[src/dual_port_pin_io_defs.svh]
// Register offsets, reset values and field positions for the dual port block.
`ifndef DUAL_PORT_PIN_IO_DEFS_SVH
`define DUAL_PORT_PIN_IO_DEFS_SVH
`define OFS_PORT9_OUTPUT_DATA 16'hffdc
`define OFS_PORTB_PIN_LEVELS 16'hffdd
`define OFS_PORT9_DIRECTION_CONTROL 16'hffec
`define OFS_CONVERTER_MODE_REGISTER 16'hffc4
`define RST_PORT9_OUTPUT_DATA 8'hc0
`define RST_PORT9_DIRECTION_CONTROL 8'hc0
`define RST_CONVERTER_MODE_REGISTER 8'h00
`define PORT9_FIXED_HIGH 8'hc0
`define PORT9_PIN_MASK 8'h1f
`define WO_READ_VALUE 8'hff
`define UNMAPPED_READ_VALUE 8'h00
`define CONV_CHAN_LSB 0
`define CONV_CHAN_BIT_ON 3
`define CONV_CHAN_WIDTH 4
`endif

[src/dual_port_pin_io_pkg.sv]
// Types shared by the dual port block.
package dual_port_pin_io_pkg;
   typedef enum logic [2:0] {
      MODE_ACTIVE,
      MODE_SUBACTIVE,
      MODE_SLEEP,
      MODE_SUBSLEEP,
      MODE_WATCH,
      MODE_STANDBY
   } power_mode_t;
   typedef struct packed {
      logic [15:0] addr;
      logic [7:0] wdata;
      logic wr;
      logic rd;
   } reg_req_t;
   typedef struct packed {
      logic [4:0] out;
      logic [4:0] oe;
   } port9_drive_t;
endpackage : dual_port_pin_io_pkg

[src/dual_port_pin_io.sv]
// Five-pin bidirectional port nine and eight-pin input-only port B.
//
// The implementer's own choice: the plain strobed port.
`timescale 1ns/1ps
`include "dual_port_pin_io_defs.svh"
module dual_port_pin_io
   import dual_port_pin_io_pkg::*;
(
   input wire logic clk_sys,
   input wire logic reset,
   input wire logic [15:0] reg_addr,
   input wire logic [7:0] reg_wdata,
   input wire logic reg_wr,
   input wire logic reg_rd,
   output logic [7:0] reg_rdata,
   input wire power_mode_t power_mode,
   input wire logic [4:0] port9_pin_in,
   output logic [4:0] port9_pin_out,
   output logic [4:0] port9_pin_oe,
   input wire logic [7:0] portb_pin_in,
   output logic [7:0] analog_input_pin_sel
);
   reg_req_t req;
   port9_drive_t drive_d;
   logic [4:0] p9_meta_q, p9_sync_q;
   logic [7:0] pb_meta_q, pb_sync_q;
   logic [7:0] port9_output_data_q;
   logic [7:0] port9_direction_control_q;
   logic [7:0] converter_mode_register_q;
   logic [4:0] port9_pin_out_q, port9_pin_oe_q;
   logic [7:0] reg_rdata_q, analog_sel_q, analog_sel_d;
   logic [7:0] rdata_d, port9_read, portb_read;
   logic [3:0] chan;
   logic chan_on;
   logic [4:0] dir;

   assign req = '{addr: reg_addr, wdata: reg_wdata, wr: reg_wr, rd: reg_rd};
   assign dir = port9_direction_control_q[4:0];
   assign chan = converter_mode_register_q[`CONV_CHAN_LSB +:
                                           `CONV_CHAN_WIDTH];
   assign chan_on = chan[`CONV_CHAN_BIT_ON];

   // Pins come from the board, so each passes two flops before use.
   always_ff @(posedge clk_sys) begin
      p9_meta_q <= port9_pin_in;
      p9_sync_q <= p9_meta_q;
      pb_meta_q <= portb_pin_in;
      pb_sync_q <= pb_meta_q;
   end

   // Bits 7 to 5 are fixed, so only the pin bits are ever stored.
   always_ff @(posedge clk_sys) begin
      if (reset) begin
         port9_output_data_q <= `RST_PORT9_OUTPUT_DATA;
      end else if (req.wr && req.addr == `OFS_PORT9_OUTPUT_DATA) begin
         port9_output_data_q <= `PORT9_FIXED_HIGH |
            (req.wdata & `PORT9_PIN_MASK);
      end
   end

   always_ff @(posedge clk_sys) begin
      if (reset) begin
         port9_direction_control_q <= `RST_PORT9_DIRECTION_CONTROL;
      end else if (req.wr && req.addr == `OFS_PORT9_DIRECTION_CONTROL) begin
         port9_direction_control_q <= `PORT9_FIXED_HIGH |
            (req.wdata & `PORT9_PIN_MASK);
      end
   end

   always_ff @(posedge clk_sys) begin
      if (reset) begin
         converter_mode_register_q <= `RST_CONVERTER_MODE_REGISTER;
      end else if (req.wr && req.addr == `OFS_CONVERTER_MODE_REGISTER) begin
         converter_mode_register_q <= req.wdata;
      end
   end

   // Drivers are flopped again after the registers, so in active and subactive modes a write shows two clocks later.
   always_comb begin
      drive_d.out = port9_output_data_q[4:0];
      drive_d.oe = dir;
      unique case (power_mode)
         MODE_ACTIVE, MODE_SUBACTIVE: begin
         end
         MODE_SLEEP, MODE_SUBSLEEP, MODE_WATCH: begin
            drive_d.out = port9_pin_out_q;
            drive_d.oe = port9_pin_oe_q;
         end
         MODE_STANDBY: begin
            drive_d.oe = '0;
         end
         default: begin
            drive_d.oe = '0;
         end
      endcase
   end

   always_ff @(posedge clk_sys) begin
      if (reset) begin
         port9_pin_out_q <= '0;
         port9_pin_oe_q <= '0;
      end else begin
         port9_pin_out_q <= drive_d.out;
         port9_pin_oe_q <= drive_d.oe;
      end
   end

   // Port B has no driver at all; only the channel mask reaches it.
   always_comb begin
      analog_sel_d = '0;
      if (chan_on) begin
         analog_sel_d[chan[2:0]] = 1'b1;
      end
      portb_read = pb_sync_q & ~analog_sel_d;
      port9_read = `PORT9_FIXED_HIGH |
         {3'h0, (dir & port9_output_data_q[4:0]) |
                (~dir & p9_sync_q)};
   end

   always_ff @(posedge clk_sys) begin
      if (reset) begin
         analog_sel_q <= '0;
      end else begin
         analog_sel_q <= analog_sel_d;
      end
   end

   always_comb begin
      unique case (req.addr)
         `OFS_PORT9_OUTPUT_DATA: rdata_d = port9_read;
         `OFS_PORTB_PIN_LEVELS: rdata_d = portb_read;
         `OFS_PORT9_DIRECTION_CONTROL: rdata_d = `WO_READ_VALUE;
         `OFS_CONVERTER_MODE_REGISTER: rdata_d = converter_mode_register_q;
         default: rdata_d = `UNMAPPED_READ_VALUE;
      endcase
   end

   always_ff @(posedge clk_sys) begin
      if (reset) begin
         reg_rdata_q <= '0;
      end else if (req.rd) begin
         reg_rdata_q <= rdata_d;
      end else begin
         reg_rdata_q <= '0;
      end
   end

   assign reg_rdata = reg_rdata_q;
   assign port9_pin_out = port9_pin_out_q;
   assign port9_pin_oe = port9_pin_oe_q;
   assign analog_input_pin_sel = analog_sel_q;

   a_dir_reset_value: assert property (@(posedge clk_sys)
      $past(reset) |-> port9_direction_control_q == 8'hc0)
      else $error("direction register not c0 after reset");
   a_dir_read_ones: assert property (@(posedge clk_sys) disable iff (reset)
      reg_rd && reg_addr == 16'hffec |=> reg_rdata == 8'hff)
      else $error("direction register read not all ones");
   a_oe_follows_dir: assert property (@(posedge clk_sys) disable iff (reset)
      power_mode == MODE_ACTIVE |=> port9_pin_oe == $past(dir))
      else $error("output enable does not follow direction");
   a_out_write_lag: assert property (@(posedge clk_sys) disable iff (reset)
      reg_wr && reg_addr == 16'hffdc && power_mode == MODE_ACTIVE
      ##1 power_mode == MODE_ACTIVE
      |=> port9_pin_out == $past(reg_wdata[4:0], 2))
      else $error("output pin not driven from written data");
   a_standby_float: assert property (@(posedge clk_sys)
      reset || power_mode == MODE_STANDBY |=> port9_pin_oe == 5'h00)
      else $error("port nine driven in reset or standby");
   a_sleep_hold: assert property (@(posedge clk_sys) disable iff (reset)
      power_mode == MODE_SLEEP || power_mode == MODE_WATCH
      |=> $stable(port9_pin_out) && $stable(port9_pin_oe))
      else $error("port nine changed while held");
   a_fixed_bits: assert property (@(posedge clk_sys) disable iff (reset)
      reg_rd && reg_addr == 16'hffdc |=> reg_rdata[7:5] == 3'b110)
      else $error("port nine fixed bits wrong");
   a_analog_zero: assert property (@(posedge clk_sys) disable iff (reset)
      reg_rd && reg_addr == 16'hffdd
      |=> (reg_rdata & analog_sel_q) == 8'h00)
      else $error("selected analog pin does not read 0");
   a_input_level: assert property (@(posedge clk_sys) disable iff (reset)
      reg_rd && reg_addr == 16'hffdc && dir == 5'h00
      |=> reg_rdata[4:0] == $past(p9_sync_q))
      else $error("input pin level not read");

   a_rdata_idle: assert property (@(posedge clk_sys) disable iff (reset)
      !reg_rd |=> reg_rdata == 8'h00)
      else $error("read data not zero outside a read");

   a_unmapped_zero: assert property (@(posedge clk_sys)
      disable iff (reset)
      reg_rd && reg_addr != 16'hffdc && reg_addr != 16'hffdd &&
      reg_addr != 16'hffec && reg_addr != 16'hffc4
      |=> reg_rdata == 8'h00)
      else $error("unmapped read not zero");

   a_read_no_effect: assert property (@(posedge clk_sys)
      disable iff (reset)
      reg_rd && !reg_wr
      |=> $stable(port9_direction_control_q) &&
          $stable(port9_output_data_q) &&
          $stable(converter_mode_register_q))
      else $error("read changed a register");

   a_dir_write: assert property (@(posedge clk_sys) disable iff (reset)
      reg_wr && reg_addr == 16'hffec |=> dir == $past(reg_wdata[4:0]))
      else $error("direction write not stored");

   a_dir_fixed: assert property (@(posedge clk_sys) disable iff (reset)
      port9_direction_control_q[7:5] == 3'b110)
      else $error("direction fixed bits wrong");

   a_data_fixed: assert property (@(posedge clk_sys) disable iff (reset)
      port9_output_data_q[7:5] == 3'b110)
      else $error("output data fixed bits wrong");

   a_data_write: assert property (@(posedge clk_sys) disable iff (reset)
      reg_wr && reg_addr == 16'hffdc
      |=> port9_output_data_q[4:0] == $past(reg_wdata[4:0]))
      else $error("output data write not stored");

   a_pin_reg_ro: assert property (@(posedge clk_sys) disable iff (reset)
      reg_wr && reg_addr == 16'hffdd
      |=> $stable(port9_output_data_q) &&
          $stable(port9_direction_control_q) &&
          $stable(converter_mode_register_q))
      else $error("write to port B register had an effect");

   a_amr_write: assert property (@(posedge clk_sys) disable iff (reset)
      reg_wr && reg_addr == 16'hffc4
      |=> converter_mode_register_q == $past(reg_wdata))
      else $error("converter mode write not stored");

   a_amr_read: assert property (@(posedge clk_sys) disable iff (reset)
      reg_rd && reg_addr == 16'hffc4
      |=> reg_rdata == $past(converter_mode_register_q))
      else $error("converter mode read wrong");

   a_sel_off: assert property (@(posedge clk_sys) disable iff (reset)
      !chan_on |=> analog_input_pin_sel == 8'h00)
      else $error("analog select set while channel off");

   a_sel_onehot: assert property (@(posedge clk_sys) disable iff (reset)
      chan_on |=> $onehot(analog_input_pin_sel))
      else $error("analog select not one-hot");

   a_sel_index: assert property (@(posedge clk_sys) disable iff (reset)
      chan_on |=> analog_input_pin_sel == (8'h01 << $past(chan[2:0])))
      else $error("analog select on wrong pin");

   a_portb_read: assert property (@(posedge clk_sys) disable iff (reset)
      reg_rd && reg_addr == 16'hffdd
      |=> reg_rdata == ($past(pb_sync_q) & ~analog_input_pin_sel))
      else $error("port B read not pin level");

   a_portb_sync: assert property (@(posedge clk_sys) disable iff (reset)
      pb_sync_q == $past(portb_pin_in, 2))
      else $error("port B sync depth wrong");

   a_p9_sync: assert property (@(posedge clk_sys) disable iff (reset)
      p9_sync_q == $past(port9_pin_in, 2))
      else $error("port nine sync depth wrong");

   a_output_read: assert property (@(posedge clk_sys) disable iff (reset)
      reg_rd && reg_addr == 16'hffdc && dir == 5'h1f
      |=> reg_rdata[4:0] == $past(port9_output_data_q[4:0]))
      else $error("output pin read not data");

   a_mixed_read: assert property (@(posedge clk_sys) disable iff (reset)
      reg_rd && reg_addr == 16'hffdc
      |=> reg_rdata[4:0] ==
          (($past(dir) & $past(port9_output_data_q[4:0])) |
           (~$past(dir) & $past(p9_sync_q))))
      else $error("port nine mixed read wrong");

   a_out_active: assert property (@(posedge clk_sys) disable iff (reset)
      power_mode == MODE_ACTIVE
      |=> port9_pin_out == $past(port9_output_data_q[4:0]))
      else $error("active drive value wrong");

   a_out_subactive: assert property (@(posedge clk_sys)
      disable iff (reset)
      power_mode == MODE_SUBACTIVE
      |=> port9_pin_out == $past(port9_output_data_q[4:0]))
      else $error("subactive drive value wrong");

   a_oe_subactive: assert property (@(posedge clk_sys) disable iff (reset)
      power_mode == MODE_SUBACTIVE |=> port9_pin_oe == $past(dir))
      else $error("subactive enable wrong");

   a_subsleep_hold: assert property (@(posedge clk_sys)
      disable iff (reset)
      power_mode == MODE_SUBSLEEP
      |=> $stable(port9_pin_out) && $stable(port9_pin_oe))
      else $error("port nine changed in subsleep");

   a_reset_clear: assert property (@(posedge clk_sys)
      reset
      |=> port9_pin_oe == 5'h00 && port9_pin_out == 5'h00 &&
          reg_rdata == 8'h00 && analog_input_pin_sel == 8'h00)
      else $error("outputs not cleared by reset");

   // Each pin gets its own check, so a swapped bit cannot hide.
   for (genvar i = 0; i < 5; i++) begin : g_pin_chk
      a_pin_drive: assert property (@(posedge clk_sys)
         disable iff (reset)
         power_mode == MODE_ACTIVE && dir[i]
         |=> port9_pin_oe[i] &&
             port9_pin_out[i] == $past(port9_output_data_q[i]))
         else $error("output pin not driven");

      a_pin_input: assert property (@(posedge clk_sys)
         disable iff (reset)
         power_mode == MODE_ACTIVE && !dir[i] |=> !port9_pin_oe[i])
         else $error("input pin driven");
   end

   for (genvar j = 0; j < 8; j++) begin : g_chan_chk
      a_pin_masked: assert property (@(posedge clk_sys)
         disable iff (reset)
         chan_on && chan[2:0] == 3'(j) && reg_rd && reg_addr == 16'hffdd
         |=> !reg_rdata[j])
         else $error("selected analog pin read as 1");
   end
endmodule : dual_port_pin_io

[config.mk]
export PLATFORM = sky130hd
export DESIGN_NAME = dual_port_pin_io
export DESIGN_NICKNAME = d
export VERILOG_FILES = /design/src/dual_port_pin_io_pkg.sv /design/src/dual_port_pin_io.sv
export VERILOG_INCLUDE_DIRS = /design/src
export SDC_FILE = /design/constraint.sdc
export NUM_CORES = 1
export LEC_CHECK = 0
export ABC_CLOCK_PERIOD_IN_PS = 2700
export BUFFER_PORTS_ARGS = -buffer_cell sky130_fd_sc_hd__buf_2
export CELL_PAD_IN_SITES_DETAIL_PLACEMENT = 1
export CELL_PAD_IN_SITES_GLOBAL_PLACEMENT = 1
export CORE_MARGIN = 5
export CORE_UTILIZATION = 41
export DETAILED_ROUTE_END_ITERATION = 8
export HOLD_SLACK_MARGIN = 0.12
export PLACE_DENSITY_LB_ADDON = 0.15
export SYNTH_ARGS = -nofsm -noshare
export SYNTH_HDL_FRONTEND = slang
export SYNTH_SLANG_ARGS = --single-unit
[constraint.sdc]
create_clock -name clk_sys -period 2.7 [get_ports clk_sys]
set_input_delay 0.54 -clock clk_sys [delete_from_list [all_inputs] [get_ports clk_sys]]
set_output_delay 0.54 -clock clk_sys [all_outputs]
set_load 0.02 [all_outputs]
==> impl_metrics.json, run 1 <==
{
  "status": "finished, final reports clean",
  "drtAntennaViolNets": 0,
  "critical_path_required_ps": 2960,
  "cts_made_buffers": 9,
  "layout-drive-gt1-share": 0.306,
  "p_switching_w": 0.000446,
  "ys_top_cells_by_count": "dfxtp_1, nor2_1, nand3_1, o21ai_0, a21oi_1",
  "p_per_area_mw_per_mm2": 662,
  "combPwrFrac": 0.044,
  "p_clk_frac": 0.447,
  "setup-tns-final_ps": 0,
  "io_pins": 70,
  "path_cells": "buf_2 -> and4_1 -> and4_1 -> buf_4 -> nand3_1 -> a32oi_1",
  "cts_setup_buffers": 0,
  "finalNetCount": 363,
  "dr.pass1.iters": 5,
  "worst_clock_skew_ps": 4.96,
  "total_power_w": 0.00208,
  "cts.clk_slew.worst_paths_ps": 70,
  "placed_cell_area_mm2": 0.00292,
  "area_delta_synth_final_pct": 24.7,
  "cts-root-buf": "clkbuf_8",
  "fin_area_mm2": 0.00314,
  "drv_cap": 0,
  "fmax_mhz": 557,
  "crit_family": "simple AND/OR/NAND/NOR gates",
  "syn-instance-count": 248,
  "syn_nets": 292,
  "slew_viol_final": 0,
  "grt_overflow": 0,
  "syn_area_mm2": 0.00252,
  "path_buf_inv": 2,
  "wirelength_um": 7070,
  "yosys_warnings": 0,
  "via_per_inst": 5.55,
  "cts_max_level": 3,
  "min_period_over_period": 0.665,
  "yosys.cell_count.top_type": "dfxtp_1",
  "diodes": 0,
  "synthTopCellsByArea": "dfxtp_1, mux2i_1, nand3_1",
  "setup_viol_count_final": 0,
  "grt_pass1_wl_um": 11100,
  "critPathArrivalTime_ps": 2060,
  "worstSetupPathType": "in -> reg",
  "ys_ff_latch": 70,
  "clkLatencyLatePin_ps": 350,
  "synth_edf_count": 0,
  "start_kind": "input pin",
  "postCtsHoldBufs": 0,
  "max-vdd-ir-drop_v": 0.000503,
  "num_rows": 28,
  "drc": 0,
  "wl_per_cell_um": 17.7,
  "max_slew_margin": 0.584,
  "hpwl_um": 5260,
  "rsz0062_at_grt": "no",
  "worstMarginPinSlew_ps": 624,
  "synth_cell_type_count": 41,
  "drtIter0Drc": 119,
  "seqPwrFrac": 0.509,
  "endpoint_kind": "flip-flop",
  "vias": 2214,
  "synth_ff_type": "dfxtp_1",
  "final_util": 0.527,
  "worstPathMaxFanout": 9,
  "cts_tree": "done",
  "yosysSeqAreaShare": 0.557,
  "die_height_um": 88.4,
  "slowest_delay_ps": 460,
  "port_buffers": 69,
  "hold_depth": 1,
  "crit_cells": 6,
  "slowest_stage": "and4_1",
  "min_period_ps": 1800,
  "core_area_mm2": 0.00596,
  "die-area_mm2": 0.00781,
  "clkSinkCount": 70,
  "power_leakage_nw": 1.23,
  "switching_share": 0.215,
  "synth_top_cell_area_share": 0.557,
  "cts.repair.resized": 0,
  "antenna_found_initial": 0,
  "track_usage": 0.191,
  "hold_violations": 0,
  "path_common_cell": "and4_1",
  "synth_top_cell_by_area": "dfxtp_1",
  "initial_core_util": 0.423,
  "place_congestion": 0.800,
  "dieWidth_um": 88.4,
  "grt_max_degree": 33,
  "clock_path_buffers": 2,
  "r2r_cells": 4,
  "first_global_vias": 2232,
  "p_int_w": 0.00163,
  "async_flop_share": 0,
  "syn_area_per_cell_um2": 10.2,
  "hold_class": "in -> reg"
}
## power by group through the flow
stage          logic (W)  registers (W)  clock network, W
2_1_floorplan  0.0000397        0.00108                 0
3_3_place_gp   0.0000890        0.00108                 0
3_5_place_dp   0.0000917        0.00108                 0
4_1_cts        0.0000919        0.00106          0.000956
5_1_grt         0.000100        0.00106           0.00101
6_report       0.0000916        0.00106          0.000930
## per-stage QoR
stage               setup slack, ps  cells  hold slack [ps]
floorplan                      1040    248              310
global placement                654    383              311
detailed placement              593    383              313
CTS                             947    399              272
global route                    821    399              267
finish                          904    399              292
## cell usage in the layout (no fill, tap or decap), types with 3 or more instances in the layout
master	n
clkinvlp_4	3
o21ai_0	19
nor2_1	23
a32oi_1	6
or2_2	3
buf_2	69
clkbuf_8	10
a22oi_1	5
a21oi_1	18
dfxtp_1	70
nand2b_1	4
buf_4	3
nand2_1	5
nand3_1	20
o2111ai_1	3
mux2i_1	10
o2111a_1	5
o21ai_1	4
nor3_1	6
nand4_1	10
## area by class of cell
cell class                 count  area (um2)
tap                           75        93.8
clock inverter                 5        82.6
inverter                       2        7.51
clock buffer                  11         141
multi-input combinational    164        1040
timing repair buffer          72         368
sequential                    70        1400
fill                         724        2820
## per-layer routing
metal / share of wire / wire, um / up-vias / track usage
li1: - / - / 1066 / -
met4: 0.0096 / 68 / 0 / 0.0714
met3: 0.086 / 611 / 7 / 0.0670
met5: 0 / 0 / - / 0
met2: 0.45 / 3150 / 83 / 0.277
met1: 0.46 / 3240 / 1058 / 0.262
## worst paths after layout
path / from / to / slack (ps)
max: reg_addr[14] / reg_rdata[4]$_SDFF_PP0_ / 900
min: portb_pin_in[2] / pb_meta_q[2]$_DFF_P_ / 290
max reg2reg: converter_mode_register_q[0]$_SDFFE_PP0P_ / reg_rdata[0]$_SDFF_PP0_ / 1330
min reg2reg: p9_meta_q[4]$_DFF_P_ / p9_sync_q[4]$_DFF_P_ / 330
## sequential cells by signal, indices dropped and copies added (netlist names)
signal / count
port9_direction_control_q: 5
analog_input_pin_sel: 8
converter_mode_register_q: 8
port9_pin_out: 5
p9_sync_q: 5
reg_rdata: 8
p9_meta_q: 5
pb_meta_q: 8
port9_pin_oe: 5
pb_sync_q: 8
port9_output_data_q: 5
## cells by family (layout without fill, tap and decap cells)
family	Yosys count	after routing	synth area share
buffers and inverters	14	90	0.0283
AO/OA/AOI/OAI	63	63	0.160
AND/OR/NAND/NOR	89	89	0.207
flip-flops	70	70	0.557
multiplexers	11	11	0.0442
XOR/XNOR	1	1	0.00348
No activity file was read; power rests on OpenSTA's default activity.
==> inputs of run 2 (changes only) <==
--- a/config.mk
+++ b/config.mk
@@ -6,12 +6,13 @@
 export SDC_FILE = /design/constraint.sdc
 export NUM_CORES = 1
 export LEC_CHECK = 0
-export ABC_CLOCK_PERIOD_IN_PS = 2700
+export ABC_AREA = 1
+export ABC_CLOCK_PERIOD_IN_PS = 1450
 export BUFFER_PORTS_ARGS = -buffer_cell sky130_fd_sc_hd__buf_2
 export CELL_PAD_IN_SITES_DETAIL_PLACEMENT = 1
 export CELL_PAD_IN_SITES_GLOBAL_PLACEMENT = 1
 export CORE_MARGIN = 5
-export CORE_UTILIZATION = 41
+export CORE_UTILIZATION = 33
 export DETAILED_ROUTE_END_ITERATION = 8
 export HOLD_SLACK_MARGIN = 0.12
 export PLACE_DENSITY_LB_ADDON = 0.15
==> constraint.sdc (replaced) <==
create_clock -name clk_sys -period 1.45 [get_ports clk_sys]
set_input_delay 0.29 -clock clk_sys [delete_from_list [all_inputs] [get_ports clk_sys]]
set_output_delay 0.29 -clock clk_sys [all_outputs]
set_load 0.02 [all_outputs]
==> run 2 against run 1 <==
  * Critical path depth up 2
  * Clock power increased by 120%
  * Count of clock-buffer cells in the layout decreased by 1
==> impl_metrics.json, run 2 <==
{
  "drtAntennaViolNets": 0,
  "via_per_inst": 4.28,
  "critPathArrivalTime_ps": 1500,
  "synth_top_cell_by_area": "dfxtp_1",
  "initial_core_util": 0.341,
  "core_area_mm2": 0.00729,
  "first_global_vias": 2369,
  "async_flop_share": 0,
  "setup-tns-final_ps": 0,
  "ys_top_cells_by_count": "nor2_1, nand2_1, dfxtp_1, inv_1, o21ai_0",
  "area_delta_synth_final_pct": 37.1,
  "syn_area_mm2": 0.00249,
  "worstPathMaxFanout": 4,
  "fin_area_mm2": 0.00341,
  "p_per_area_mw_per_mm2": 1240,
  "syn_area_per_cell_um2": 8.05,
  "endpoint_kind": "flip-flop",
  "synth_ff_type": "dfxtp_1",
  "wirelength_um": 6100,
  "nFillCells": 932,
  "cts.repair.resized": 0,
  "worstSetupPathType": "reg -> reg",
  "synth_top_cell_area_share": 0.563,
  "cts_max_level": 3,
  "register_area_mm2": 0.00140,
  "finalNonFillerCells": 511,
  "antenna_found_initial": 0,
  "dieWidth_um": 96.8,
  "setup_viol_count_final": 0,
  "grt_pass1_wl_um": 10600,
  "yosysSeqAreaShare": 0.563,
  "fmax_mhz": 790,
  "ys_ff_latch": 70,
  "cts_tree": "done",
  "clkLatencyLatePin_ps": 340,
  "io_pins": 70,
  "dr.pass1.iters": 4,
  "ff2ff_setup_slack_ps": 180,
  "worstMarginPinSlew_ps": 282,
  "grt_max_degree": 24,
  "num_rows": 31,
  "drtIter0Drc": 69,
  "cts-root-buf": "clkbuf_8",
  "drv_cap": 0,
  "rsz0062_at_grt": "no",
  "port_buffers": 69,
  "worst_clock_skew_ps": 6.42,
  "multi_input_area_um2": 970,
  "diodes": 0,
  "hold_violations": 0,
  "clock_path_buffers": 2,
  "max-vdd-ir-drop_v": 0.000492,
  "critical_path_required_ps": 1680,
  "synth_edf_count": 0,
  "yosys.cell_count.top_type": "nor2_1",
  "postCtsHoldBufs": 13,
  "power_leakage_nw": 1.67,
  "clkSinkCount": 70,
  "total_power_w": 0.00423,
  "hpwl_um": 4730,
  "cts_setup_buffers": 0,
  "max_slew_margin": 0.810,
  "layout-drive-gt1-share": 0.284,
  "syn_nets": 353,
  "wl_per_cell_um": 11.9,
  "place_congestion": 0.781,
  "cts.clk_slew.worst_paths_ps": 70,
  "min_period_over_period": 0.873,
  "track_usage": 0.138,
  "dp_cells": 482,
  "synth_cell_type_count": 22,
  "placed_cell_area_mm2": 0.00302,
  "status": "finished, final reports clean",
  "finalNetCount": 451,
  "synthTopCellsByArea": "dfxtp_1, nor2_1, nand2_1",
  "yosys_warnings": 0,
  "start_kind": "flip-flop",
  "hold_class": "in -> reg",
  "min_period_ps": 1270,
  "fin_hold_ws_ps": 174,
  "cts_made_buffers": 9,
  "drc": 0,
  "die_height_um": 96.8,
  "syn-instance-count": 309,
  "vias": 2187,
  "grt_overflow": 0,
  "slew_viol_final": 0,
  "die-area_mm2": 0.00937,
  "layout_commonest_cell": "nor2_1",
  "layout_common_cells": "nor2_1, nand2_1, dfxtp_1"
}
==> run 2: changes by cell type in the layout (fill, tap and decap cells not counted), moves of 6 or more <==
cell	delta
a21oi_1	-12
a32oi_1	-6
buf_4	+7
dlygate4sd3_1	+13
inv_1	+18
mux2i_1	-10
nand2_1	+73
nand3_1	-19
nand4_1	-10
nor2_1	+56
==> run 2: critical path, stage by stage, from the launching register on <==
cell and delay, ps:
dfxtp_1 370, inv_1 70, nor2_1 160, inv_1 120
o21a_1 190, nand2_1 50, nand2_1 60, nor2_1 100
nor2_1 50
==> run 2: logic make-up (layout without fill, tap and decap cells) <==
family	count (synthesis)	after routing	share of synthesized area
flip-flops	70	70	0.563
AO/OA/AOI/OAI	27	27	0.0594
buffers and inverters	28	131	0.0468
multiplexers	5	5	0.0226
AND/OR/NAND/NOR	179	179	0.308
==> run 2: final timing paths <==
check,start,to,cells past startpoint
setup / recovery,converter_mode_register_q[3]$_SDFFE_PP0P_,reg_rdata[2]$_SDFF_PP0_,8
hold / removal,reg_wdata[5],converter_mode_register_q[5]$_SDFFE_PP0P_,3
setup reg to reg,converter_mode_register_q[3]$_SDFFE_PP0P_,reg_rdata[2]$_SDFF_PP0_,8
hold reg to reg,pb_meta_q[7]$_DFF_P_,pb_sync_q[7]$_DFF_P_,0
==> run 2: layout make-up <==
class | instances | area share
sequential | 70 | 0.411
multi-input combinational | 211 | 0.284
timing repair buffer | 93 | 0.167
clock inverter | 6 | 0.0393
clock buffer | 10 | 0.0374
tap | 99 | 0.0363
inverter | 22 | 0.0242
==> run 2: per-stage QoR <==
step,utilization,worst slack [ps]
finish,0.468,184
global route,0.468,74.7
CTS,0.468,193
detailed placement,0.414,34.2
global placement,0.414,59.4
floorplan,-,239
==> run 2: where the power goes <==
| part | switching, W | leakage (nW) | internal (W) |
|---|---|---|---|
| clock | 0.000712 | 0.130 | 0.00132 |
| sequential | 0.0000126 | 0.574 | 0.00197 |
| combinational | 0.000106 | 0.970 | 0.000109 |
==> run 2: layer usage <==
metal,vias up,GRT usage,share of wire
met1,987,0.164,0.46
met3,5,0.0475,0.059
met2,51,0.228,0.47
li1,1144,-,-
met4,0,0.0518,0.013
met5,-,0,0
